File: src/verilog/pwec_pkg.sv
// What this block does
// - A posted write that fails while its data is written loads its error record into the two failure registers.
// - The low failure register holds the lower 32 bits of the failed destination offset.
// - The high failure register holds the upper 16 offset bits in bits 15 to 0.
// - The high failure register holds the requester's 10-bit bus number in bits 31 to 22.
// - The high failure register holds the requester's 6-bit node number in bits 21 to 16.
// - Both failure registers are read-only to software, loaded only by hardware, undefined after reset.
// - The maker identification register is read-only and always returns the fixed identifier.
`default_nettype none
package pwec_pkg;
  localparam logic [7:0]  OFS_FAIL_LOW  = 8'h38;
  localparam logic [7:0]  OFS_FAIL_HIGH = 8'h3c;
  localparam logic [7:0]  OFS_MAKER_ID  = 8'h40;
  localparam logic [7:0]  OFS_IRQ_STAT  = 8'h44;
  localparam logic [7:0]  OFS_IRQ_MASK  = 8'h48;
  // arbitrary neutral identifier value
  localparam logic [31:0] MAKER_ID_VALUE = 32'h00c0_ffee;
  localparam logic [1:0]  RESP_OKAY   = 2'h0;
  localparam logic [1:0]  RESP_SLVERR = 2'h2;
  localparam int          IRQ_BITS    = 2;
  localparam int          IRQ_FAIL    = 0;
  localparam int          IRQ_LOST    = 1;
  localparam logic [IRQ_BITS-1:0] IRQ_MASK_RESET = 2'h0;

  typedef struct packed {
    logic [9:0]  bus;
    logic [5:0]  node;
    logic [47:0] offset;
  } pwec_fail_t;
endpackage
`default_nettype wire

File: src/verilog/pwec_top.sv
// Chosen here: the AXI4-Lite slave port.
`timescale 1ns/1ps
`default_nettype none
module pwec_top (
  input  wire logic        CLOCK,
  input  wire logic        RST_N,
  input  wire logic        CE,
  input  wire logic        FAIL_VALID,
  input  wire logic [9:0]  FAIL_BUS,
  input  wire logic [5:0]  FAIL_NODE,
  input  wire logic [47:0] FAIL_OFFSET,
  input  wire logic [7:0]  AWADDR,
  input  wire logic        AWVALID,
  output logic             AWREADY,
  input  wire logic [31:0] WDATA,
  input  wire logic [3:0]  WSTRB,
  input  wire logic        WVALID,
  output logic             WREADY,
  output logic [1:0]       BRESP,
  output logic             BVALID,
  input  wire logic        BREADY,
  input  wire logic [7:0]  ARADDR,
  input  wire logic        ARVALID,
  output logic             ARREADY,
  output logic [31:0]      RDATA,
  output logic [1:0]       RRESP,
  output logic             RVALID,
  input  wire logic        RREADY,
  output logic             IRQ
);
  localparam int IRQ_BITS_L = pwec_pkg::IRQ_BITS;

  pwec_pkg::pwec_fail_t       rec;
  logic                       rec_valid;
  logic [31:0]                failed_offset_lower_bits;
  logic [15:0]                failed_offset_upper_bits;
  logic [15:0]                requester_bus_and_node;
  logic [31:0]                high_word;
  wire logic [IRQ_BITS_L-1:0] stat;
  logic [IRQ_BITS_L-1:0]      mask;
  logic [IRQ_BITS_L-1:0]      evt;
  logic                       aw_got;
  logic                       w_got;
  logic [7:0]                 aw_addr;
  logic [31:0]                w_data;
  logic [3:0]                 w_strb;
  logic                       aw_take;
  logic                       w_take;
  logic                       b_done;
  logic                       wr_fire;
  logic                       ar_take;
  logic                       r_done;
  logic                       stat_clr;
  logic                       mask_wr;

  // decoded for both the read answer and the write response
  function automatic logic mapped(input logic [7:0] a);
    mapped = a == pwec_pkg::OFS_FAIL_LOW || a == pwec_pkg::OFS_FAIL_HIGH ||
             a == pwec_pkg::OFS_MAKER_ID || a == pwec_pkg::OFS_IRQ_STAT ||
             a == pwec_pkg::OFS_IRQ_MASK;
  endfunction

  assign failed_offset_lower_bits = rec.offset[31:0];
  assign failed_offset_upper_bits = rec.offset[47:32];
  assign requester_bus_and_node   = {rec.bus, rec.node};
  assign high_word = {requester_bus_and_node, failed_offset_upper_bits};

  assign aw_take  = AWVALID && AWREADY;
  assign w_take   = WVALID && WREADY;
  assign b_done   = BVALID && BREADY;
  assign ar_take  = ARVALID && ARREADY;
  assign r_done   = RVALID && RREADY;
  assign wr_fire  = aw_got && w_got && !BVALID;
  assign stat_clr = wr_fire && aw_addr == pwec_pkg::OFS_IRQ_STAT
                    && w_strb[0];
  assign mask_wr  = wr_fire && aw_addr == pwec_pkg::OFS_IRQ_MASK
                    && w_strb[0];
  assign evt      = {FAIL_VALID && rec_valid, FAIL_VALID};

  // capture: no reset on the record, contents undefined until a failure
  always_ff @(posedge CLOCK) begin
    if (CE && FAIL_VALID) begin
      rec <= '{bus: FAIL_BUS, node: FAIL_NODE, offset: FAIL_OFFSET};
    end
  end

  always_ff @(posedge CLOCK or negedge RST_N) begin
    if (!RST_N) begin
      rec_valid <= 1'b0;
    end else if (CE && FAIL_VALID) begin
      rec_valid <= 1'b1;
    end
  end

  // one sticky bit per event; an event wins over a same-cycle clear
  for (genvar gi = 0; gi < IRQ_BITS_L; gi++) begin : g_stat
    logic sticky;
    always_ff @(posedge CLOCK or negedge RST_N) begin
      if (!RST_N) begin
        sticky <= 1'b0;
      end else if (CE) begin
        if (evt[gi]) begin
          sticky <= 1'b1;
        end else if (stat_clr && w_data[gi]) begin
          sticky <= 1'b0;
        end
      end
    end
    assign stat[gi] = sticky;
  end

  always_ff @(posedge CLOCK or negedge RST_N) begin
    if (!RST_N) begin
      mask <= pwec_pkg::IRQ_MASK_RESET;
    end else if (CE && mask_wr) begin
      mask <= w_data[IRQ_BITS_L-1:0];
    end
  end

  always_ff @(posedge CLOCK or negedge RST_N) begin
    if (!RST_N) begin
      IRQ <= 1'b0;
    end else if (CE) begin
      IRQ <= |(stat & mask);
    end
  end

  // write path: address and data taken in either order
  always_ff @(posedge CLOCK or negedge RST_N) begin
    if (!RST_N) begin
      AWREADY <= 1'b0;
    end else if (CE) begin
      AWREADY <= !aw_got && !aw_take;
    end
  end

  always_ff @(posedge CLOCK or negedge RST_N) begin
    if (!RST_N) begin
      WREADY <= 1'b0;
    end else if (CE) begin
      WREADY <= !w_got && !w_take;
    end
  end

  always_ff @(posedge CLOCK or negedge RST_N) begin
    if (!RST_N) begin
      aw_got  <= 1'b0;
      aw_addr <= '0;
    end else if (CE) begin
      if (aw_take) begin
        aw_got  <= 1'b1;
        aw_addr <= AWADDR;
      end else if (b_done) begin
        aw_got  <= 1'b0;
      end
    end
  end

  always_ff @(posedge CLOCK or negedge RST_N) begin
    if (!RST_N) begin
      w_got  <= 1'b0;
      w_data <= '0;
      w_strb <= '0;
    end else if (CE) begin
      if (w_take) begin
        w_got  <= 1'b1;
        w_data <= WDATA;
        w_strb <= WSTRB;
      end else if (b_done) begin
        w_got  <= 1'b0;
      end
    end
  end

  always_ff @(posedge CLOCK or negedge RST_N) begin
    if (!RST_N) begin
      BVALID <= 1'b0;
      BRESP  <= pwec_pkg::RESP_OKAY;
    end else if (CE) begin
      if (wr_fire) begin
        BVALID <= 1'b1;
        // failure and identity registers ignore writes
        BRESP  <= mapped(aw_addr) ? pwec_pkg::RESP_OKAY
                                  : pwec_pkg::RESP_SLVERR;
      end else if (b_done) begin
        BVALID <= 1'b0;
      end
    end
  end

  // read path: one read outstanding, address refused while data stands
  always_ff @(posedge CLOCK or negedge RST_N) begin
    if (!RST_N) begin
      ARREADY <= 1'b0;
    end else if (CE) begin
      ARREADY <= !RVALID && !ar_take;
    end
  end

  always_ff @(posedge CLOCK or negedge RST_N) begin
    if (!RST_N) begin
      RVALID <= 1'b0;
    end else if (CE) begin
      if (ar_take) begin
        RVALID <= 1'b1;
      end else if (r_done) begin
        RVALID <= 1'b0;
      end
    end
  end

  always_ff @(posedge CLOCK or negedge RST_N) begin
    if (!RST_N) begin
      RDATA <= '0;
      RRESP <= pwec_pkg::RESP_OKAY;
    end else if (CE && ar_take) begin
      RRESP <= mapped(ARADDR) ? pwec_pkg::RESP_OKAY
                              : pwec_pkg::RESP_SLVERR;
      case (ARADDR)
        pwec_pkg::OFS_FAIL_LOW:  RDATA <= failed_offset_lower_bits;
        pwec_pkg::OFS_FAIL_HIGH: RDATA <= high_word;
        pwec_pkg::OFS_MAKER_ID:  RDATA <= pwec_pkg::MAKER_ID_VALUE;
        pwec_pkg::OFS_IRQ_STAT:  RDATA <= {{(32-IRQ_BITS_L){1'b0}}, stat};
        pwec_pkg::OFS_IRQ_MASK:  RDATA <= {{(32-IRQ_BITS_L){1'b0}}, mask};
        default:                 RDATA <= 32'h0;
      endcase
    end
  end
endmodule
`default_nettype wire
File: config.mk
export PLATFORM = sky130hd
export DESIGN_NAME = pwec_top
export DESIGN_NICKNAME = d
export VERILOG_FILES = /design/src/verilog/pwec_pkg.sv /design/src/verilog/pwec_top.sv
export SDC_FILE = /design/constraint.sdc
export NUM_CORES = 1
export LEC_CHECK = 0
export ABC_AREA = 1
export BUFFER_PORTS_ARGS = -buffer_cell sky130_fd_sc_hd__buf_2
export CELL_PAD_IN_SITES_DETAIL_PLACEMENT = 2
export CELL_PAD_IN_SITES_GLOBAL_PLACEMENT = 2
export CORE_ASPECT_RATIO = 1.75
export CORE_MARGIN = 1.5
export CORE_UTILIZATION = 30
export DETAILED_ROUTE_END_ITERATION = 10
export PLACE_DENSITY_LB_ADDON = 0.25
export SYNTH_ARGS = -nofsm -noshare
export SYNTH_HDL_FRONTEND = slang
export SYNTH_SLANG_ARGS = --single-unit
File: constraint.sdc
create_clock -name CLOCK -period 1.6 [get_ports CLOCK]
set_clock_uncertainty 0.1 [all_clocks]
set_input_delay 0.32 -clock CLOCK [delete_from_list [all_inputs] [get_ports CLOCK]]
set_output_delay 0.32 -clock CLOCK [all_outputs]
set_load 0.1 [all_outputs]
==> results of run 1 <==
## path summary, 6_finish.rpt
check | startpoint | end | slack (ns)
max in group asynchronous | RST_N | BVALID | 0.74
worst max-delay path | ARREADY | ARREADY | 0.06
worst max register to register | aw_addr[1] | g_stat[1].sticky | 0.20
min in group asynchronous | RST_N | RDATA[27] | 0.33
worst min-delay path | WSTRB[0] | w_strb[0] | 0.01
worst min register to register | RDATA[14] | RDATA[14] | 0.38
## layout by cell type, fill, tap and decap left out, types with 13 or more instances in the layout
| cell | count |
|---|---|
| nand3_1 | 33 |
| edfxtp_1 | 64 |
| buf_2 | 91 |
| nand2_1 | 207 |
| nor2_1 | 13 |
| clkbuf_16 | 17 |
| buf_4 | 52 |
| dfrtp_1 | 55 |
| dlygate4sd3_1 | 63 |
| inv_1 | 17 |
## flip-flops by register name, summed over array words and instances, names as in the netlist
name                      flops
ARREADY                       1
RVALID                        1
failed_offset_lower_bits     32
w_data                        2
w_strb                        1
w_got                         1
aw_got                        1
RRESP                         1
BVALID                        1
BRESP                         1
AWREADY                       1
g_stat.sticky                 2
mask                          2
rec_valid                     1
WREADY                        1
aw_addr                       8
failed_offset_upper_bits     16
RDATA                        32
high_word                    16
IRQ                           1
## metal layers
metal	GRT usage, %	vias to the layer above
li1	-	1892
met1	19.4	2037
met2	38.9	78
met3	3.64	15
met4	6.02	0
met5	0	-
## stage by stage
stage                     hold slack, ns  setup TNS [ns]  cells
after global placement             0.260               0    774
after detailed placement           0.266               0    774
final                             0.0147               0    869
after CTS                        0.00466               0    869
after global routing              0.0105               0    869
after floorplan                  -0.0756          -20.91    453
## synthesized netlist by cell type, drive strengths merged
cell type | n | area, um2
a21oi | 5 | 25.0
or2 | 1 | 6.26
o21ai | 9 | 45.0
nor3 | 1 | 5.00
mux2 | 6 | 67.6
a211oi | 1 | 7.51
clkbuf | 3 | 11.3
nor2 | 18 | 95.1
nand2 | 209 | 787
dfrtp | 58 | 1450
nand4 | 4 | 31.3
buf | 14 | 92.6
conb | 1 | 3.75
edfxtp | 64 | 1920
o21bai | 1 | 7.51
inv | 23 | 86.3
nand3 | 34 | 175
## cell type report
| class | count | share of cell area [%] |
|---|---|---|
| inverters | 23 | 1.25 |
| well taps | 189 | 3.28 |
| flip-flops and latches | 122 | 46.9 |
| clock inverters | 14 | 2.69 |
| multi-input cells | 291 | 17.7 |
| repair buffers | 212 | 22.1 |
| clock buffers | 18 | 6.09 |
## what timing repair did
item | CTS | global route
hold endpoints to repair | 120 | 0
hold buffers | 63 | 0
endpoints found under the setup margin | 40 | 0
buffers inserted | 0 | 0
gates resized for setup | 40 | 0
## power breakdown
group / internal [mW] / switching, mW / total, mW / leakage [nW]
logic: 0.508 / 1.11 / 1.62 / 1.80
clock network: 2.66 / 1.47 / 4.13 / 0.309
registers: 3.69 / 0.206 / 3.90 / 1.35
## kinds of logic after synthesis
kind of cell	Yosys count	share of synthesized area (%)
compound gates	16	1.77
other cells	1	0.0778
simple gates	267	22.8
mux	6	1.40
buf+inv	40	3.95
flops	122	70.0
==> run metrics, run 1 <==
status complete, but fails checks; failing checks DRC; Peak VDD IR 0.000845 V; pwr dens 1340 nW/um2; Buf/Inv on CP 1; Yosys warning count 0; Syn-to-layout area delta 49.6%; number of stages on the worst setup path 1; # rows 61; detailed router's first-iteration violation count 128; met2 routed WL 9330 um; synthesized area 4820 um2; LEAKAGE 3.46 nW; share of layout cells above drive strength 1 30.1%; vias in the first global route 4,708; Clock Sinks 122; Final setup violation count 0; synthesized flop and latch total 122; Worst Path Arrival 1.12 ns; global-route wire length before repair 24,400 um; fin. max-slew vios 0; area of the multi-input gates 1270 um2; initial antenna violation count 0; Min Clock Period, post-route 1.54 ns; cts bufs inserted 17; Layout Nets 792; worst hold path depth 3; Top Layer Used met4; Seq. cell area 3380 um2; worst r2r path cells 6; slowest stage delay, CP 0.48 ns; IO buf count 131; Post-DRT Antenna Nets 0; Core Footprint 15,800 um2; Hold WC Path Type in2reg; Ant. Diodes 0; DR WL/cell 17.8 um; Worst path slowest cell dfrtp_4; Tcrit/Tclk final 96.6%; worst skew pair latency 0.41 ns; Final Util 45.6%; total power draw 9.65 mW; pre-CTS setup slack 0.0166 ns; die area 16,900 um2; DIE HEIGHT 171 um; routability cong. 0.726; final WL 15,500 um; final instance area 7210 um2; Met3 Wirelength 424 um; initial core utilization 30.5%; FILL cells 1,632; synth unique cells 25; largest net degree at the start of global routing 59; CTS max path bufs 2; delay-heaviest family, CP flip-flops; critical path cell sequence buf_4; RSZ-0062 raised after global routing false; Root Driver clkbuf_16; Die W 98.8 um; critical path class reg2out; vias per inst 4.63; Placed Area 5850 um2; Hold Violations, Final 0; IO Count 167; DRC 8; startpoint class of the critical path flip-flop; sequential share of the synthesized area 70.0%; H-tree depth 4; syn avg cell area 10.7 um2; Max Fclk 0.647 GHz; grt ovf 0; First-pass DRT Iterations 7; dpl hpwl 9630 um; Mapped Cells 452; crit-path max FO 3; PnR worst setup slack 0.0552 ns; Critical Path Sink Type output port; max-cap viol count 0; Vias 4,022; Metal-1 WL 5500 um; worst path required time 1.18 ns; All-Layer GR Usage 19.3%; CTS tree built; Clock Pin Slew Worst Setup and Hold Paths 0.06 ns
(Power assumes the default switching activity.)
==> inputs of run 2 (changes only) <==
ABC_CLOCK_PERIOD_IN_PS = 1600   (was unset)
CORE_MARGIN = unset   (was 1.5)
==> run 2 against run 1 <==
  * The flow still finishes with violations (DRC)
  * Register-to-register slack about the same
  * Routed wire length rose by 1.4%
  * Sequential power about the same
  * Non-clock buffer count shrank 1
  * Design area shrank 1.0%
  * Total power down 4.9%
  * Count of clock-buffer cells in the layout rose by 7
==> run metrics, run 2 (synthesis gave the netlist of run 1 again) <==
worst r2r path cells 6 (unchanged); DIE HEIGHT 170 um (was 171 um); Die W 97.8 um (was 98.8 um); vias in the first global route 4,748 (was 4,708); Layout Nets 791 (was 792); status complete, but fails checks (unchanged); detailed router's first-iteration violation count 93 (was 128); slowest stage delay, CP 0.48 ns (about the same); grt ovf 0 (unchanged); global-route wire length before repair 24,600 um (was 24,400 um); Worst Path Arrival 1.12 ns (about the same); die area 16,600 um2 (was 16,900 um2); Min Clock Period, post-route 1.54 ns (about the same); All-Layer GR Usage 20.1% (was 19.3%); Reg2Reg Setup Slack 0.20 ns (about the same); vias per inst 4.62 (was 4.63); pre-CTS setup slack -0.0628 ns (was 0.0166 ns); Root Driver clkbuf_16 (unchanged); cts bufs inserted 17 (unchanged); initial core utilization 30.5% (unchanged); Final setup violation count 0 (unchanged); Worst path slowest cell dfrtp_4 (unchanged); placed cells 773 (was 774); Syn-to-layout area delta 48.1% (was 49.6%); largest net degree at the start of global routing 59 (unchanged); CTS max path bufs 2 (unchanged); RSZ-0062 raised after global routing false (unchanged); IO buf count 131 (unchanged); Peak VDD IR 0.000904 V (was 0.000845 V); most frequent cells in the layout nand2_1 (207), buf_2 (91), edfxtp_1 (64), dlygate4sd3_1 (63), dfrtp_1 (55) (unchanged); critical path cell sequence buf_4 (unchanged); Clock Sinks 122 (unchanged); startpoint class of the critical path flip-flop (unchanged); DRC 32 (was 8); crit-path max FO 3 (unchanged); Clock Pin Slew Worst Setup and Hold Paths 0.06 ns (about the same); LEAKAGE 3.42 nW (was 3.46 nW); Vias 4,011 (was 4,022); number of stages on the worst setup path 1 (unchanged); initial antenna violation count 0 (unchanged); delay-heaviest family, CP flip-flops (unchanged); crit path to ARREADY (unchanged); most common cell after layout, fill and taps aside nand2_1 (unchanged); PnR worst setup slack 0.0576 ns (was 0.0552 ns); First-pass DRT Iterations 7 (unchanged); reg2reg end g_stat[1].sticky (unchanged); Core Footprint 15,800 um2 (unchanged); critical path class reg2out (unchanged); final WL 15,700 um (was 15,500 um); DR WL/cell 18.1 um (was 17.8 um); Critical Path Sink Type output port (unchanged); dpl hpwl 9800 um (was 9630 um); IO Count 167 (unchanged); Max Fclk 0.648 GHz (was 0.647 GHz); Hold WC Path Type in2reg (unchanged); routability cong. 0.717 (was 0.726); CTS tree built (unchanged); fin. max-slew vios 0 (unchanged); # rows 61 (unchanged); Final Instance Count excl. Fillers 869 (unchanged); max-cap viol count 0 (unchanged); R2R Path Start aw_addr[1] (unchanged); Hold Violations, Final 0 (unchanged); share of layout cells above drive strength 1 29.5% (was 30.1%); Critical Path Source ARREADY (unchanged); pwr dens 1290 nW/um2 (was 1340 nW/um2); Tcrit/Tclk final 96.4% (was 96.6%); worst skew pair latency 0.40 ns (was 0.41 ns); worst hold path depth 3 (unchanged); worst path required time 1.18 ns (about the same); failing checks DRC (unchanged); FILL cells 1,665 (was 1,632); Post-DRT Antenna Nets 0 (unchanged); H-tree depth 4 (unchanged); Buf/Inv on CP 1 (unchanged)
-- run 2: changes by cell type in the layout (fill, tap and decap cells not counted), sizes merged --
| cell | before | now |
|---|---|---|
| bufinv | 4 | 1 |
| diode | 0 | 1 |
| clkbuf | 18 | 25 |
| buf | 149 | 148 |
| clkinv | 6 | 5 |
| inv | 25 | 22 |
-- run 2: worst min-delay path by stage --
stage | from | to | slack, ns
floorplan | RST_N | AWREADY | -0.08
global placement | RST_N | RDATA[30] | 0.26
detailed placement | RST_N | RDATA[29] | 0.26
CTS | FAIL_OFFSET[34] | failed_offset_upper_bits[2] | 0.0009
global route | FAIL_OFFSET[38] | failed_offset_upper_bits[6] | 0.004
finish | WSTRB[0] | w_strb[0] | 0.01
-- run 2: per-layer routing --
| layer | wire [um] | share of wire (%) | vias to the layer above | GRT usage (%) |
|---|---|---|---|---|
| li1 | - | - | 1892 | - |
| met1 | 5240 | 33 | 2005 | 18.8 |
| met2 | 9590 | 61 | 93 | 41.1 |
| met3 | 487 | 3.1 | 21 | 3.83 |
| met4 | 362 | 2.3 | 0 | 8.83 |
| met5 | 0 | 0 | - | 0 |
-- run 2: stage by stage --
stage / hold WS, ns / total power [mW] / TNS (ns) / instance area, um2 / utilization [%]
after floorplan: -0.0756 / 4.92 / -20.91 / 4860 / -
after global placement: 0.263 / 5.35 / 0 / 5840 / 37.0
after detailed placement: 0.262 / 5.40 / -0.317 / 5840 / 37.0
after CTS: 0.000938 / 9.25 / 0 / 7120 / 45.1
after global routing: 0.00366 / 9.55 / 0 / 7130 / 45.1
final: 0.0115 / 9.18 / 0 / 7140 / 45.2
-- run 2: cell type report --
cell class / instances / area (um2) / area share [%]
Clock buffer: 25 / 497 / 6.96
Antenna cell: 1 / 2.50 / 0.0351
Tap cell: 189 / 236 / 3.31
Sequential cell: 122 / 3380 / 47.4
Clock inverter: 7 / 66.3 / 0.929
Multi-Input combinational cell: 291 / 1270 / 17.9
Inverter: 23 / 90.1 / 1.26
Timing Repair Buffer: 211 / 1590 / 22.3
-- run 2: power breakdown --
| group | internal (mW) | switching (mW) |
|---|---|---|
| Sequential | 3.70 | 0.219 |
| Combinational | 0.509 | 1.10 |
| Clock | 2.30 | 1.35 |
-- run 2: timing repair --
action | 4_1_cts | 5_1_grt
buffers inserted | 0 | 0
hold buffers | 62 | 1
endpoints found under the setup margin | 40 | 0
hold endpoints to repair | 119 | 1
resized for setup | 40 | 0
==> inputs of run 3 (changes only) <==
ABC_CLOCK_PERIOD_IN_PS = 1550   (was 1600)
MAX_ROUTING_LAYER = met4   (was unset)
clock period = 1.55 ns   (was 1.6 ns; I/O delays follow)
==> run 3 against run 2 <==
  * The flow still finishes with violations (DRC)
  * Sequential power increased by 4%
  * Routed wire length shrank 2.0%
  * Clock power rose by 13%
  * Combinational power rose by 7%
  * Non-clock buffer count up 4
  * Largest cell class unchanged
  * Via count grew 0.40%
  * Global-route usage grew 0.10 points
  * Largest power group is now clock
  * Total power rose by 8.0%
  * Count of clock-buffer cells in the layout down 6
  * Flip-flop and latch count stayed put
==> run metrics, run 3 (synthesis gave the netlist of run 1 again) <==
PnR worst setup slack 0.0479 ns (was 0.0576 ns); max-cap viol count 0 (unchanged); Peak VDD IR 0.00105 V (was 0.000904 V); global-route wire length before repair 24,500 um (was 24,600 um); die area 16,600 um2 (unchanged); Worst Path Arrival 1.09 ns (was 1.12 ns); dpl hpwl 9830 um (was 9800 um); worst hold slack 0.00646 ns (was 0.0115 ns); initial antenna violation count 1 (was 0); Seq. cell area 3380 um2 (about the same); Clock Sinks 122 (unchanged); Worst path slowest cell dfrtp_2 (was dfrtp_4); setup bufs post-CTS 0 (unchanged); most frequent cells in the layout nand2_1 (207), buf_2 (91), dlygate4sd3_1 (65), edfxtp_1 (64), dfrtp_1 (54) (was nand2_1 (207), buf_2 (91), edfxtp_1 (64), dlygate4sd3_1 (63), dfrtp_1 (55)); First-pass DRT Iterations 7 (unchanged); Reg2Reg Setup Slack 0.08 ns (was 0.20 ns); pwr dens 1350 nW/um2 (was 1290 nW/um2); pre-CTS setup slack -0.0811 ns (was -0.0628 ns); worst r2r path cells 6 (unchanged); Final Util 46.4% (was 45.2%); Vias 4,027 (was 4,011); most common cell after layout, fill and taps aside nand2_1 (unchanged); vias in the first global route 4,729 (was 4,748); cts bufs inserted 17 (unchanged); critical path class reg2out (unchanged); DRC 7 (was 32); Layout Nets 795 (was 791); total power draw 9.92 mW (was 9.18 mW); CTS tree built (unchanged); Syn-to-layout area delta 52.1% (was 48.1%); slowest stage delay, CP 0.39 ns (was 0.48 ns); vias per inst 4.61 (was 4.62); delay-heaviest family, CP flip-flops (unchanged); DIE HEIGHT 170 um (unchanged); R2R Path Start aw_addr[5] (was aw_addr[1]); Post-DRT Antenna Nets 0 (unchanged); Max Fclk 0.666 GHz; startpoint class of the critical path flip-flop (unchanged); DR WL/cell 17.6 um (was 18.1 um); Die W 97.8 um (unchanged); status complete, but fails checks (unchanged); area of the multi-input gates 1280 um2 (was 1270 um2); Final setup violation count 0 (unchanged); RSZ-0062 raised after global routing true (was false); worst skew pair latency 0.41 ns (was 0.40 ns); Buf/Inv on CP 1 (unchanged); Hold WC Path Type in2reg (unchanged); grt ovf 0 (unchanged); Hold Violations, Final 0 (unchanged); fin. max-slew vios 0 (unchanged); All-Layer GR Usage 20.2% (was 20.1%); # rows 61 (unchanged); Worst Hold End w_strb[0] (unchanged); worst path required time 1.14 ns (was 1.18 ns); Critical Path Sink Type output port (unchanged); Core Footprint 15,800 um2 (unchanged); Root Driver clkbuf_16 (unchanged); largest net degree at the start of global routing 59 (unchanged); final WL 15,400 um (was 15,700 um); FILL cells 1,660 (was 1,665); H-tree depth 4 (unchanged); IO buf count 131 (unchanged); startpoint of the worst hold path WSTRB[0] (unchanged); Tcrit/Tclk final 96.9%; share of layout cells above drive strength 1 30.5% (was 29.5%); IO Count 167 (unchanged); Clock Pin Slew Worst Setup and Hold Paths 0.06 ns (about the same); initial core utilization 30.5% (unchanged); detailed router's first-iteration violation count 99 (was 93); Min Clock Period, post-route 1.50 ns; routability cong. 0.746 (was 0.717); failing checks DRC (unchanged); critical path cell sequence buf_4 (unchanged); reg2reg end mask[0] (was g_stat[1].sticky); CTS max path bufs 2 (unchanged); crit-path max FO 4 (was 3); worst hold path depth 3 (unchanged); LEAKAGE 3.48 nW (was 3.42 nW)
run 3: cell count changes in the layout (fill, tap and decap cells not counted), moves of 2 or more:
cell,before,now
buf_4,51,45
nor2_1,13,11
bufinv_16,1,4
nor2_2,1,3
buf_12,6,14
clkbuf_1,5,2
dlygate4sd3_1,63,65
clkbuf_8,2,0
run 3: worst min-delay path, stage by stage:
cell     delay (ns)
buf_2          0.07
nand2_1        0.04
nand2_1        0.05
run 3: per-stage QoR:
stage | setup TNS (ns) | instance area (um2) | std cells
6_report | 0 | 7330 | 873
5_1_grt | -0.0275 | 7330 | 873
4_1_cts | 0 | 7310 | 871
3_5_place_dp | -0.377 | 5980 | 775
3_3_place_gp | 0 | 5980 | 775
2_1_floorplan | -23.55 | 4860 | 453
run 3: worst max-delay path by stage:
stage | slack [ns] | start | cells after the start | endpoint
final | 0.05 | AWREADY | 1 | AWREADY
after global routing | -0.01 | aw_addr[5] | 6 | mask[0]
after CTS | 0.01 | IRQ | 1 | IRQ
after detailed placement | -0.08 | ARADDR[0] | 11 | RDATA[24]
after global placement | 0.03 | ARADDR[0] | 11 | RDATA[23]
after floorplan | -0.47 | CE | 4 | rec_valid
run 3: power by group:
group | total [mW] | internal, mW | switching, mW
sequential | 4.06 | 3.82 | 0.240
combinational | 1.73 | 0.578 | 1.16
clock | 4.13 | 2.68 | 1.45
run 3: layer usage:
metal  global-route usage, %  share of wire [%]  vias up
met3                    3.95                3.0       21
li1                        -                  -     1897
met1                    18.9                 35     2019
met2                    39.6                 60       90
met4                    7.97                2.3        0
met5                       -                  0        -
run 3: area by class of cell:
cell class,instances,share of cell area [%]
flip-flops and latches,122,46.1
multi-input cells,291,17.5
repair buffers,215,23.5
well taps,189,3.23
diodes,1,0.0341
inverters,23,1.23
clock inverters,13,2.41
clock buffers,19,5.91
run 3: timing repair:
action | in CTS | in global routing
pin swaps | 0 | 4
hold buffers | 64 | 1
hold endpoints to repair | 121 | 1
gates resized for setup | 32 | 3
endpoints found under the setup margin | 32 | 4
